File: config.mk
export PLATFORM = sky130hd
export DESIGN_NAME = phy_strap_led_pins
export DESIGN_NICKNAME = d
export VERILOG_FILES = /design/src/logic/strap_led_pkg.sv /design/src/logic/phy_strap_led_pins.sv /design/src/logic/led_stretch.sv
export SDC_FILE = /design/constraint.sdc
export NUM_CORES = 1
export LEC_CHECK = 0
export CORE_UTILIZATION = 45
export CTS_CLUSTER_SIZE = 14
export DETAILED_ROUTE_END_ITERATION = 10
export DONT_BUFFER_PORTS = 1
export PLACE_DENSITY = 0.71
export SLEW_MARGIN = 20
export SYNTH_ARGS = -nofsm -noshare
export SYNTH_HDL_FRONTEND = slang
export SYNTH_SLANG_ARGS = --single-unit
File: constraint.sdc
create_clock -name ref_clk_i -period 2.8 [get_ports ref_clk_i]
set_input_delay 0.28 -clock ref_clk_i [delete_from_list [all_inputs] [get_ports ref_clk_i]]
set_output_delay 0.28 -clock ref_clk_i [all_outputs]
set_load 0.02 [all_outputs]
File: src/logic/strap_led_pkg.sv
// Package: constants and types for the strap and status LED pin block
package strap_led_pkg;

  // Clock rate and collision hold time
  localparam longint unsigned CLK_HZ       = 64'd100_000_000;
  localparam longint unsigned COL_HOLD_MS  = 64'd70;
  localparam longint unsigned COL_HOLD_CYC = COL_HOLD_MS * CLK_HZ / 64'd1000;
  localparam int unsigned     HOLD_W       = 23;

  // Cycles after reset release before the straps are taken
  localparam logic [1:0] SETTLE_CYC = 2'h3;

  // Register byte offsets and reset values
  localparam logic [3:0]  CTRL_OFS   = 4'h0;
  localparam logic [3:0]  STAT_OFS   = 4'h4;
  localparam logic [31:0] CTRL_RST   = 32'h0000_0000;
  localparam int unsigned CTRL_SRST  = 0;
  localparam int unsigned CTRL_LOFF  = 1;

  // Status field positions
  localparam int unsigned STAT_A2    = 0;
  localparam int unsigned STAT_A3    = 1;
  localparam int unsigned STAT_MODE  = 2;
  localparam int unsigned STAT_DONE  = 4;
  localparam int unsigned STAT_LINK  = 5;
  localparam int unsigned STAT_COL   = 6;

  // Host interface mode, coded as {stream, speed100}
  typedef enum logic [1:0] {
    MODE_MII10   = 2'b00,
    MODE_MII100  = 2'b01,
    MODE_SER10   = 2'b10,
    MODE_SYM100  = 2'b11
  } mode_t;

  // Pin phase
  typedef enum logic [1:0] {
    ST_SAMPLE  = 2'b00,
    ST_CAPTURE = 2'b01,
    ST_RUN     = 2'b10
  } phase_t;

  // Levels taken from the straps
  typedef struct packed {
    logic addr3;
    logic addr2;
    logic stream;
    logic speed100;
  } strap_t;

  localparam strap_t STRAP_RST = 4'h0;

endpackage : strap_led_pkg

File: src/logic/phy_strap_led_pins.sv
// Dual-use strap / status LED pins with an Avalon-MM register slave
//
// Chosen here: the Avalon-MM register port and the address map.
`timescale 1ns/1ns
`default_nettype none
module phy_strap_led_pins #(
  parameter int unsigned HOLD_CYCLES = int'(strap_led_pkg::COL_HOLD_CYC)
) (
  // Clock and reset
  input  wire logic                 ref_clk_i,
  input  wire logic                 nrst_i,
  // Dual-use pins, then the input-only speed strap
  input  wire logic                 addr1_collision_led_pin_i,
  output logic                      addr1_collision_led_pin_o,
  output logic                      addr1_collision_led_pin_oe_o,
  input  wire logic                 addr2_link_led_pin_i,
  output logic                      addr2_link_led_pin_o,
  output logic                      addr2_link_led_pin_oe_o,
  input  wire logic                 addr3_transmit_led_pin_i,
  output logic                      addr3_transmit_led_pin_o,
  output logic                      addr3_transmit_led_pin_oe_o,
  input  wire logic                 speed_select_pin_i,
  // Status from the PHY core
  input  wire logic                 collision_i,
  input  wire logic                 link_up_i,
  // Strapped configuration
  output strap_led_pkg::strap_t     strap_o,
  output strap_led_pkg::mode_t      host_mode_o,
  output logic                      strap_done_o,
  // Avalon-MM slave
  input  wire logic [3:0]           avs_address,
  input  wire logic                 avs_read,
  input  wire logic                 avs_write,
  input  wire logic [31:0]          avs_writedata,
  input  wire logic [3:0]           avs_byteenable,
  output logic [31:0]               avs_readdata,
  output logic                      avs_waitrequest
);
  import strap_led_pkg::*;

  logic [3:0]  sync1_r;
  logic [3:0]  sync2_r;
  phase_t      phase_r;
  phase_t      phase_nxt;
  logic [1:0]  wait_r;
  logic [1:0]  wait_nxt;
  strap_t      strap_r;
  strap_t      strap_nxt;
  logic [2:0]  pin_r;
  logic [2:0]  pin_nxt;
  logic [2:0]  oe_r;
  logic [2:0]  oe_nxt;
  logic        ledoff_r;
  logic        ledoff_nxt;
  logic        srst_r;
  logic        srst_nxt;
  logic        wreq_r;
  logic        wreq_nxt;
  logic [31:0] rdata_r;
  logic [31:0] rdata_nxt;
  logic        col_act;
  logic        req;
  logic        acc;
  logic [31:0] stat_w;

  // Pin and speed inputs pass two flip-flops before use
  always_ff @(posedge ref_clk_i or negedge nrst_i) begin
    if (!nrst_i) begin
      sync1_r <= 4'h0;
      sync2_r <= 4'h0;
    end else begin
      sync1_r <= {addr3_transmit_led_pin_i, addr2_link_led_pin_i,
                  addr1_collision_led_pin_i, speed_select_pin_i};
      sync2_r <= sync1_r;
    end
  end

  // Phase: settle, take the straps once, then drive the LEDs
  always_comb begin
    phase_nxt = phase_r;
    wait_nxt  = wait_r;
    strap_nxt = strap_r;
    case (phase_r)
      ST_SAMPLE: begin
        wait_nxt = wait_r + 2'h1;
        if (wait_r == SETTLE_CYC) begin
          phase_nxt = ST_CAPTURE;
        end
      end
      ST_CAPTURE: begin
        strap_nxt.addr3    = sync2_r[3];
        strap_nxt.addr2    = sync2_r[2];
        strap_nxt.stream   = sync2_r[1];
        strap_nxt.speed100 = sync2_r[0];
        phase_nxt          = ST_RUN;
      end
      ST_RUN: begin
        phase_nxt = ST_RUN;
      end
      default: begin
        phase_nxt = ST_SAMPLE;
      end
    endcase
  end

  always_ff @(posedge ref_clk_i or negedge nrst_i) begin
    if (!nrst_i) begin
      phase_r <= ST_SAMPLE;
      wait_r  <= 2'h0;
      strap_r <= STRAP_RST;
    end else begin
      phase_r <= phase_nxt;
      wait_r  <= wait_nxt;
      strap_r <= strap_nxt;
    end
  end

  // Collision stretcher; a software reset only clears the hold
  led_stretch #(
    .HOLD     (HOLD_CYCLES)
  ) u_col_stretch (
    .ref_clk_i(ref_clk_i),
    .nrst_i   (nrst_i),
    .hit_i    (collision_i && phase_r == ST_RUN),
    .clr_i    (srst_r),
    .active_o (col_act)
  );

  // LED drive: asserted level is the inverse of the strap
  always_comb begin
    oe_nxt  = 3'h0;
    pin_nxt = 3'h0;
    if (phase_r == ST_RUN) begin
      oe_nxt     = 3'h7;
      pin_nxt[0] = strap_r.stream ^ (col_act && !ledoff_r);
      pin_nxt[1] = strap_r.addr2 ^ (link_up_i && !ledoff_r);
      pin_nxt[2] = strap_r.addr3 ^ (link_up_i && !ledoff_r);
    end
  end

  always_ff @(posedge ref_clk_i or negedge nrst_i) begin
    if (!nrst_i) begin
      oe_r  <= 3'h0;
      pin_r <= 3'h0;
    end else begin
      oe_r  <= oe_nxt;
      pin_r <= pin_nxt;
    end
  end

  // Status word
  always_comb begin
    stat_w                           = 32'h0;
    stat_w[STAT_A2]                  = strap_r.addr2;
    stat_w[STAT_A3]                  = strap_r.addr3;
    stat_w[STAT_MODE+1:STAT_MODE]    = {strap_r.stream, strap_r.speed100};
    stat_w[STAT_DONE]                = (phase_r == ST_RUN);
    stat_w[STAT_LINK]                = link_up_i;
    stat_w[STAT_COL]                 = col_act;
  end

  // Bus slave: one wait state, read data registered at the edge that drops waitrequest, write taken one edge later
  assign req = avs_read || avs_write;
  assign acc = req && !wreq_r;

  always_comb begin
    wreq_nxt   = !(req && wreq_r);
    rdata_nxt  = rdata_r;
    ledoff_nxt = ledoff_r;
    srst_nxt   = 1'b0;
    if (avs_read && wreq_r) begin
      case (avs_address)
        CTRL_OFS: rdata_nxt = {30'h0, ledoff_r, 1'b0};
        STAT_OFS: rdata_nxt = stat_w;
        default:  rdata_nxt = 32'h0;
      endcase
    end
    if (acc && avs_write && avs_address == CTRL_OFS && avs_byteenable[0]) begin
      ledoff_nxt = avs_writedata[CTRL_LOFF];
      srst_nxt   = avs_writedata[CTRL_SRST];
    end
  end

  always_ff @(posedge ref_clk_i or negedge nrst_i) begin
    if (!nrst_i) begin
      wreq_r   <= 1'b1;
      rdata_r  <= 32'h0;
      ledoff_r <= CTRL_RST[CTRL_LOFF];
      srst_r   <= CTRL_RST[CTRL_SRST];
    end else begin
      wreq_r   <= wreq_nxt;
      rdata_r  <= rdata_nxt;
      ledoff_r <= ledoff_nxt;
      srst_r   <= srst_nxt;
    end
  end

  // Output wiring, all from flip-flops
  assign addr1_collision_led_pin_o    = pin_r[0];
  assign addr2_link_led_pin_o         = pin_r[1];
  assign addr3_transmit_led_pin_o     = pin_r[2];
  assign addr1_collision_led_pin_oe_o = oe_r[0];
  assign addr2_link_led_pin_oe_o      = oe_r[1];
  assign addr3_transmit_led_pin_oe_o  = oe_r[2];
  assign strap_o                      = strap_r;
  assign host_mode_o = mode_t'({strap_r.stream, strap_r.speed100});
  assign strap_done_o                 = oe_r[0];
  assign avs_readdata                 = rdata_r;
  assign avs_waitrequest              = wreq_r;
endmodule : phy_strap_led_pins
`default_nettype wire

File: src/logic/led_stretch.sv
// Retriggerable pulse stretcher for the collision indicator
`timescale 1ns/1ns
`default_nettype none
module led_stretch #(
  parameter int unsigned HOLD = 7000000
) (
  // Clock and reset
  input  wire logic ref_clk_i,
  input  wire logic nrst_i,
  // Event in, clear, stretched level out
  input  wire logic hit_i,
  input  wire logic clr_i,
  output logic      active_o
);
  import strap_led_pkg::*;

  localparam logic [HOLD_W-1:0] LAST = HOLD_W'(HOLD - 1);

  logic [HOLD_W-1:0] cnt_r;
  logic [HOLD_W-1:0] cnt_nxt;
  logic              act_r;
  logic              act_nxt;

  // Each hit reloads the count, so a new event restarts the hold
  // A hit beats a clear in the same cycle, so no collision is lost
  always_comb begin
    cnt_nxt = cnt_r;
    act_nxt = act_r;
    if (hit_i) begin
      cnt_nxt = LAST;
      act_nxt = 1'b1;
    end else if (clr_i) begin
      cnt_nxt = '0;
      act_nxt = 1'b0;
    end else if (cnt_r != '0) begin
      cnt_nxt = cnt_r - HOLD_W'(1);
    end else begin
      act_nxt = 1'b0;
    end
  end

  // State registers
  always_ff @(posedge ref_clk_i or negedge nrst_i) begin
    if (!nrst_i) begin
      cnt_r <= '0;
      act_r <= 1'b0;
    end else begin
      cnt_r <= cnt_nxt;
      act_r <= act_nxt;
    end
  end

  assign active_o = act_r;
endmodule : led_stretch
`default_nettype wire

==> results.cfg, run 1 <==
[worst_hold_path]
holdPathStages = 1
worstHoldStart = avs_read
whs_endpoint = avs_waitrequest
hold_path.class = input port to flip-flop

[placement]
dp.cells = 308
dpl-instance-area_um2 = 2640
portBuffers = 0
place_congestion = 0.745
place_hpwl_mm = 3.36

[layout]
stdcell_count = 322
nets = 305
final_cell_area_um2 = 2800
final_cell_mix = 53 x dfrtp_1, 25 x conb_1, 19 x o21ai_0, 16 x nand2_1
areaGrowthSynthToFinish_pct = 4.28
diodes = 0
drive_gt1_frac = 0.112
utilization = 0.497
fill_cells = 501
final_common_cell = dfrtp_1

[detailed_routing]
wire_per_inst_um = 14.9
num_vias = 1771
viasPerCell = 5.50
initialDrtViolationCount = 83
antenna_left = 0
drc = 0
drtPass1Iterations = 4
drt-total-wl_mm = 4.81

[global_routing]
met3_usage = 0.0195
use_met1 = 0.236
busiest_layer = met2
grt_max_degree = 55
grt_pass1_wl_mm = 8.44
antenna_found_initial = 0
grt_pass1_vias = 1693
grt.total_usage = 0.170
gr-total-overflow = 0
met2_usage = 0.273

[run_status]
outcome = completed

[yosys]
synth_xor_xnor_area_share = 0.0423
ys_types = 53
syn-cell-area_um2 = 2690
synth_compound_area_frac = 0.121
synth_top_family_by_area = simple AND/OR/NAND/NOR gates
synth-async-reset-ratio = 1.00
synth-seq-area-share = 0.503
synth.area.mux_share = 0.0368
synthSimpleGateAreaFrac = 0.166
synth_edf_count = 0
synth_flop_cell = dfrtp_1
ys_ff_latch = 54
synthAdderAreaFrac = 0.0279
postSynthAreaPerCell_um2 = 11.0
yosysWarnings = 0
synth_cells = 245

[clock_tree]
cts-buffers-inserted = 5
post_cts_buffers = 0
htree_levels = 2
cts_max_path_buffers = 2
cts_root_buf = clkbuf_8
cts_tree = built
worstSkewPairLatency_ns = 0.30
cts_sinks = 54
clk_pin_slew_ns = 0.10

[timing]
fin_crit_sh = 0.840
relSlewSlack = 0.537
setup_viol = 0
tightest_slew_ns = 0.695
hold_viol_final = 0
finalCriticalPeriod_ns = 2.35
finalClockSkew_ns = 0.00471
drv_slew = 0
tns_ns = 0
grt_setup_unrepaired = no
max_freq_mhz = 425

[pwr]
p_total_uw = 1390
power_density_nw_per_um2 = 494
power_leakage_uw = 0.00115
peakVddDrop_mv = 0.251

[setup_path]
cp_max_fo = 14
reg2reg_depth = 6
r2r-end = u_col_stretch.cnt_r[5]
worst_setup_path_end_kind = flip-flop
cp-start-kind = flip-flop
critical_path_class = flip-flop to flip-flop
r2r_start = u_col_stretch.cnt_r[0]
cp.arrival_ns = 2.53
rrSetupSlack_ns = 0.45
crit_required_ns = 2.97

[floorplanning]
die_w_um = 79.3
dieHeight_um = 79.3
initial_core_util = 0.477
ios = 96
placementRows = 27
core_area_um2 = 5640
design.die.area_um2 = 6290

[job]
max_cap_violations = 0
critical path, cell delays in order, from the launching register on:
cell and delay, ns:
dfrtp_1 0.45, inv_1 0.08, ha_1 0.21, or4b_1 0.55, nor3_4 0.31, a21o_1 0.44, o21ai_0 0.17
state kept, by name (all words and copies together) (netlist names):
name                    flops
sync2_r                     4
u_col_stretch.cnt_r        23
strap_o                     2
u_col_stretch.active_o      1
wait_r                      2
host_mode_o                 2
pin_r                       3
srst_r                      1
ledoff_r                    1
phase_r                     2
sync1_r                     4
avs_readdata                7
oe_r                        1
avs_waitrequest             1
how the worst max path moves through the flow:
stage / cells after the start / start / endpoint
4_1_cts: 6 / u_col_stretch.cnt_r[0] / u_col_stretch.cnt_r[9]
3_3_place_gp: 6 / u_col_stretch.cnt_r[0] / u_col_stretch.cnt_r[9]
6_report: 6 / u_col_stretch.cnt_r[0] / u_col_stretch.cnt_r[5]
3_5_place_dp: 6 / u_col_stretch.cnt_r[0] / u_col_stretch.cnt_r[11]
2_1_floorplan: 7 / u_col_stretch.cnt_r[0] / u_col_stretch.cnt_r[10]
5_1_grt: 6 / u_col_stretch.cnt_r[0] / u_col_stretch.cnt_r[9]
cell usage after synthesis (4+ instances only):
library cell	count	area (um2)
dfrtp_1	53	1330
inv_1	6	22.5
xnor2_1	4	35.0
or4_1	6	45.0
buf_4	30	225
nor3_1	4	20.0
buf_2	4	20.0
nand2_1	16	60.1
ha_1	6	75.1
o21ai_0	19	95.1
nand3_1	4	20.0
nor2_1	9	33.8
xor2_1	9	78.8
a21oi_1	5	25.0
a22o_1	6	52.6
mux2_2	7	78.8
cell families after synthesis:
logic type,Yosys count
other cells,1
simple gates,70
compound gates,50
buf+inv,42
mux,9
flops,54
xor+xnor,13
fa+ha+maj,6
metrics by stage:
stage / hold slack, ns / setup WS, ns
2_1_floorplan: -0.0156 / 0.800
3_3_place_gp: -0.0148 / 0.505
3_5_place_dp: -0.0149 / 0.465
4_1_cts: 0.0226 / 0.429
5_1_grt: 0.0140 / 0.236
6_report: 0.0288 / 0.447
layout make-up:
cell class                      instances  area (um2)  area share
Clock buffer                            6        72.6      0.0259
Clock inverter                          2        15.0     0.00535
Inverter                                6        22.5     0.00803
Multi-Input combinational cell        173        1150       0.411
Sequential cell                        54        1350       0.482
Tap cell                               72        90.1      0.0321
Timing Repair Buffer                    9         100      0.0357
power by group:
group          switching [uW]  internal [uW]
sequential               44.3            807
combinational            70.7           33.7
clock                     253            177
metal layers:
metal / part of all wire / routed length [um] / vias up
met1: 0.47 / 2270 / 881
met2: 0.48 / 2290 / 56
met5: 0 / 0 / -
met4: 0.016 / 79 / 0
li1: - / - / 826
met3: 0.034 / 164 / 8
repair_timing:
item | in CTS | in global routing
hold endpoints to repair | 58 | 0
resized for setup | 0 | 0
hold buffers | 6 | 0
Power figures use the tool's default switching activity.
==> inputs of run 2 (changes only) <==
--- a/config.mk
+++ b/config.mk
@@ -5,6 +5,7 @@
 export SDC_FILE = /design/constraint.sdc
 export NUM_CORES = 1
 export LEC_CHECK = 0
+export ABC_AREA = 1
 export CORE_UTILIZATION = 45
 export CTS_CLUSTER_SIZE = 14
 export DETAILED_ROUTE_END_ITERATION = 10
==> constraint.sdc (replaced) <==
create_clock -name ref_clk_i -period 2.43 [get_ports ref_clk_i]
set_input_delay 0.243 -clock ref_clk_i [delete_from_list [all_inputs] [get_ports ref_clk_i]]
set_output_delay 0.243 -clock ref_clk_i [all_outputs]
set_load 0.02 [all_outputs]
==> results.cfg, run 2 <==
[clock_tree]
cts_max_path_buffers = 2
worstSkewPairLatency_ns = 0.31
cts_sinks = 54
ctsHoldBuffers = 7
cts_root_buf = clkbuf_8
htree_levels = 2
post_cts_buffers = 0
cts_tree = built
cts-resized-gates = 0
clk_pin_slew_ns = 0.10
cts-buffers-inserted = 5

[timing]
setup_viol = 0
fin_crit_sh = 0.746
finalClockSkew_ns = 0.00682
drv_slew = 0
max_freq_mhz = 552
finalCriticalPeriod_ns = 1.81
relSlewSlack = 0.527
tightest_slew_ns = 0.710
hold_viol_final = 0
tns_ns = 0
grt_setup_unrepaired = no

[global_routing]
gr-total-overflow = 0
antenna_found_initial = 0
grt_max_degree = 55
grt_pass1_wl_mm = 8.84
grt_pass1_vias = 1880
grt.total_usage = 0.173

[detailed_routing]
drt-total-wl_mm = 5.10
viasPerCell = 4.88
num_vias = 1983
initialDrtViolationCount = 118
wire_per_inst_um = 12.5
antenna_left = 0
drc = 0
drtPass1Iterations = 4

[yosys]
yosysWarnings = 0
synth_cells = 325
synth.most_common_cell = nand2_1
synthTopCellsByCount = 64 x nand2_1, 53 x dfrtp_1, 36 x nor2_1, 32 x inv_1, 30 x buf_4
synth-seq-area-share = 0.472
synth-async-reset-ratio = 1.00
synth_area_leaders = dfrtp_1 46%, nand2_1 8.4%, buf_4 7.9%
synth_flop_cell = dfrtp_1
postSynthAreaPerCell_um2 = 8.82
ys_types = 31
synth_edf_count = 0
ys_ff_latch = 54
syn-cell-area_um2 = 2870
synth_top_area_share = 0.463
synth_top_cell_by_area = dfrtp_1

[worst_hold_path]
worstHoldStart = avs_write
whs_endpoint = avs_waitrequest
holdPathStages = 1
hold_path.class = input port to flip-flop

[floorplanning]
placementRows = 28
core_area_um2 = 6030
die_w_um = 81.8
dieHeight_um = 81.8
ios = 96
initial_core_util = 0.476
design.die.area_um2 = 6690

[layout]
drive_gt1_frac = 0.112
final_cell_mix = 64 x nand2_1, 53 x dfrtp_1, 36 x nor2_1, 32 x inv_1, 25 x conb_1
diodes = 0
stdcell_count = 406
utilization = 0.495
areaGrowthSynthToFinish_pct = 4.06
nets = 386
largest_reg_flops = 23
final_common_cell = nand2_1
regMostFlops = u_col_stretch.cnt_r

[setup_path]
cp.arrival_ns = 2.01
r2r_start = u_col_stretch.cnt_r[0]
crit_required_ns = 2.63
cp_max_fo = 13
reg2reg_depth = 9
worst_setup_path_end_kind = flip-flop
r2r-end = u_col_stretch.cnt_r[19]
rrSetupSlack_ns = 0.62
critical_path_class = flip-flop to flip-flop
cp-start-kind = flip-flop

[pwr]
switchingPower_uw = 446
pwr-share-seq = 0.599
pwr-share-clk = 0.323
power_leakage_uw = 0.00141
power_density_nw_per_um2 = 544
p_total_uw = 1620
swShare = 0.275
pwr-share-comb = 0.078
peakVddDrop_mv = 0.354
p_int_uw = 1180

[placement]
portBuffers = 0
place_hpwl_mm = 3.64
dp.cells = 391
place_congestion = 0.845

[run_status]
outcome = completed

[job]
max_cap_violations = 0
==> run 2: cell types whose count changed in the layout (fill, tap and decap cells not counted), moves of 10 or more <==
cell and delta:
nand3_1 +18, nand2_1 +48, nor2_1 +27, o21ai_2 +10, inv_1 +26
==> run 2: worst max-delay path, stage by stage, from the launching register on <==
cell,delay (ns)
dfrtp_1,0.39
inv_1,0.13
ha_1,0.27
nand2_4,0.12
nor2_8,0.18
nand3_4,0.15
nand2_4,0.23
inv_2,0.10
nand3_1,0.08
nand2_1,0.05
==> run 2: layout make-up <==
class / instances / area (um2)
Clock buffer: 5 / 68.8
Inverter: 33 / 124
Fill cell: 551 / 3040
Clock inverter: 3 / 26.3
Timing Repair Buffer: 8 / 95.1
Multi-Input combinational cell: 228 / 1220
Sequential cell: 54 / 1350
Tap cell: 75 / 93.8
==> run 2: power groups by stage <==
stage	Clock, uW	Sequential [uW]	Combinational, uW
global placement	0	989	94.1
CTS	544	972	127
finish	524	971	126
floorplan	0	982	121
global route	572	976	146
detailed placement	0	990	96.3
==> run 2: worst max-delay path by stage <==
| stage | start | endpoint | slack (ns) | depth (start not counted) |
|---|---|---|---|---|
| floorplan | phase_r[0] | u_col_stretch.cnt_r[0] | 0.93 | 6 |
| global placement | u_col_stretch.cnt_r[0] | u_col_stretch.cnt_r[21] | 0.64 | 9 |
| detailed placement | u_col_stretch.cnt_r[0] | u_col_stretch.cnt_r[22] | 0.63 | 9 |
| CTS | u_col_stretch.cnt_r[0] | u_col_stretch.cnt_r[19] | 0.60 | 9 |
| global route | u_col_stretch.cnt_r[0] | u_col_stretch.cnt_r[19] | 0.41 | 9 |
| finish | u_col_stretch.cnt_r[0] | u_col_stretch.cnt_r[19] | 0.62 | 9 |
==> run 2: metal layers <==
metal  wire length, um  track usage  vias up
li1                  -            -      989
met1              2290        0.226      921
met2              2510        0.292       65
met3               213       0.0244        8
met4                88       0.0632        0
met5                 0            0        -
==> run 2: cells by family after synthesis <==
logic type               count (synthesis)  synth area share
AND/OR/NAND/NOR                        147             0.243
multiplexers                             1           0.00393
adder cells (fa/ha/maj)                  6            0.0262
AO/OA/AOI/OAI                           36            0.0808
XOR/XNOR                                13            0.0397
flip-flops                              54             0.472
other                                    1           0.00131
buffers and inverters                   67             0.133
==> run 2: per-stage QoR <==
| stage | setup WS, ns | hold slack (ns) | cell area (um2) |
|---|---|---|---|
| 5_1_grt | 0.408 | 0.00538 | 2980 |
| 6_report | 0.617 | 0.00409 | 2980 |
| 3_5_place_dp | 0.629 | -0.0519 | 2800 |
| 4_1_cts | 0.601 | 0.000174 | 2980 |
| 3_3_place_gp | 0.645 | -0.0516 | 2800 |
| 2_1_floorplan | 0.929 | -0.0526 | 2960 |
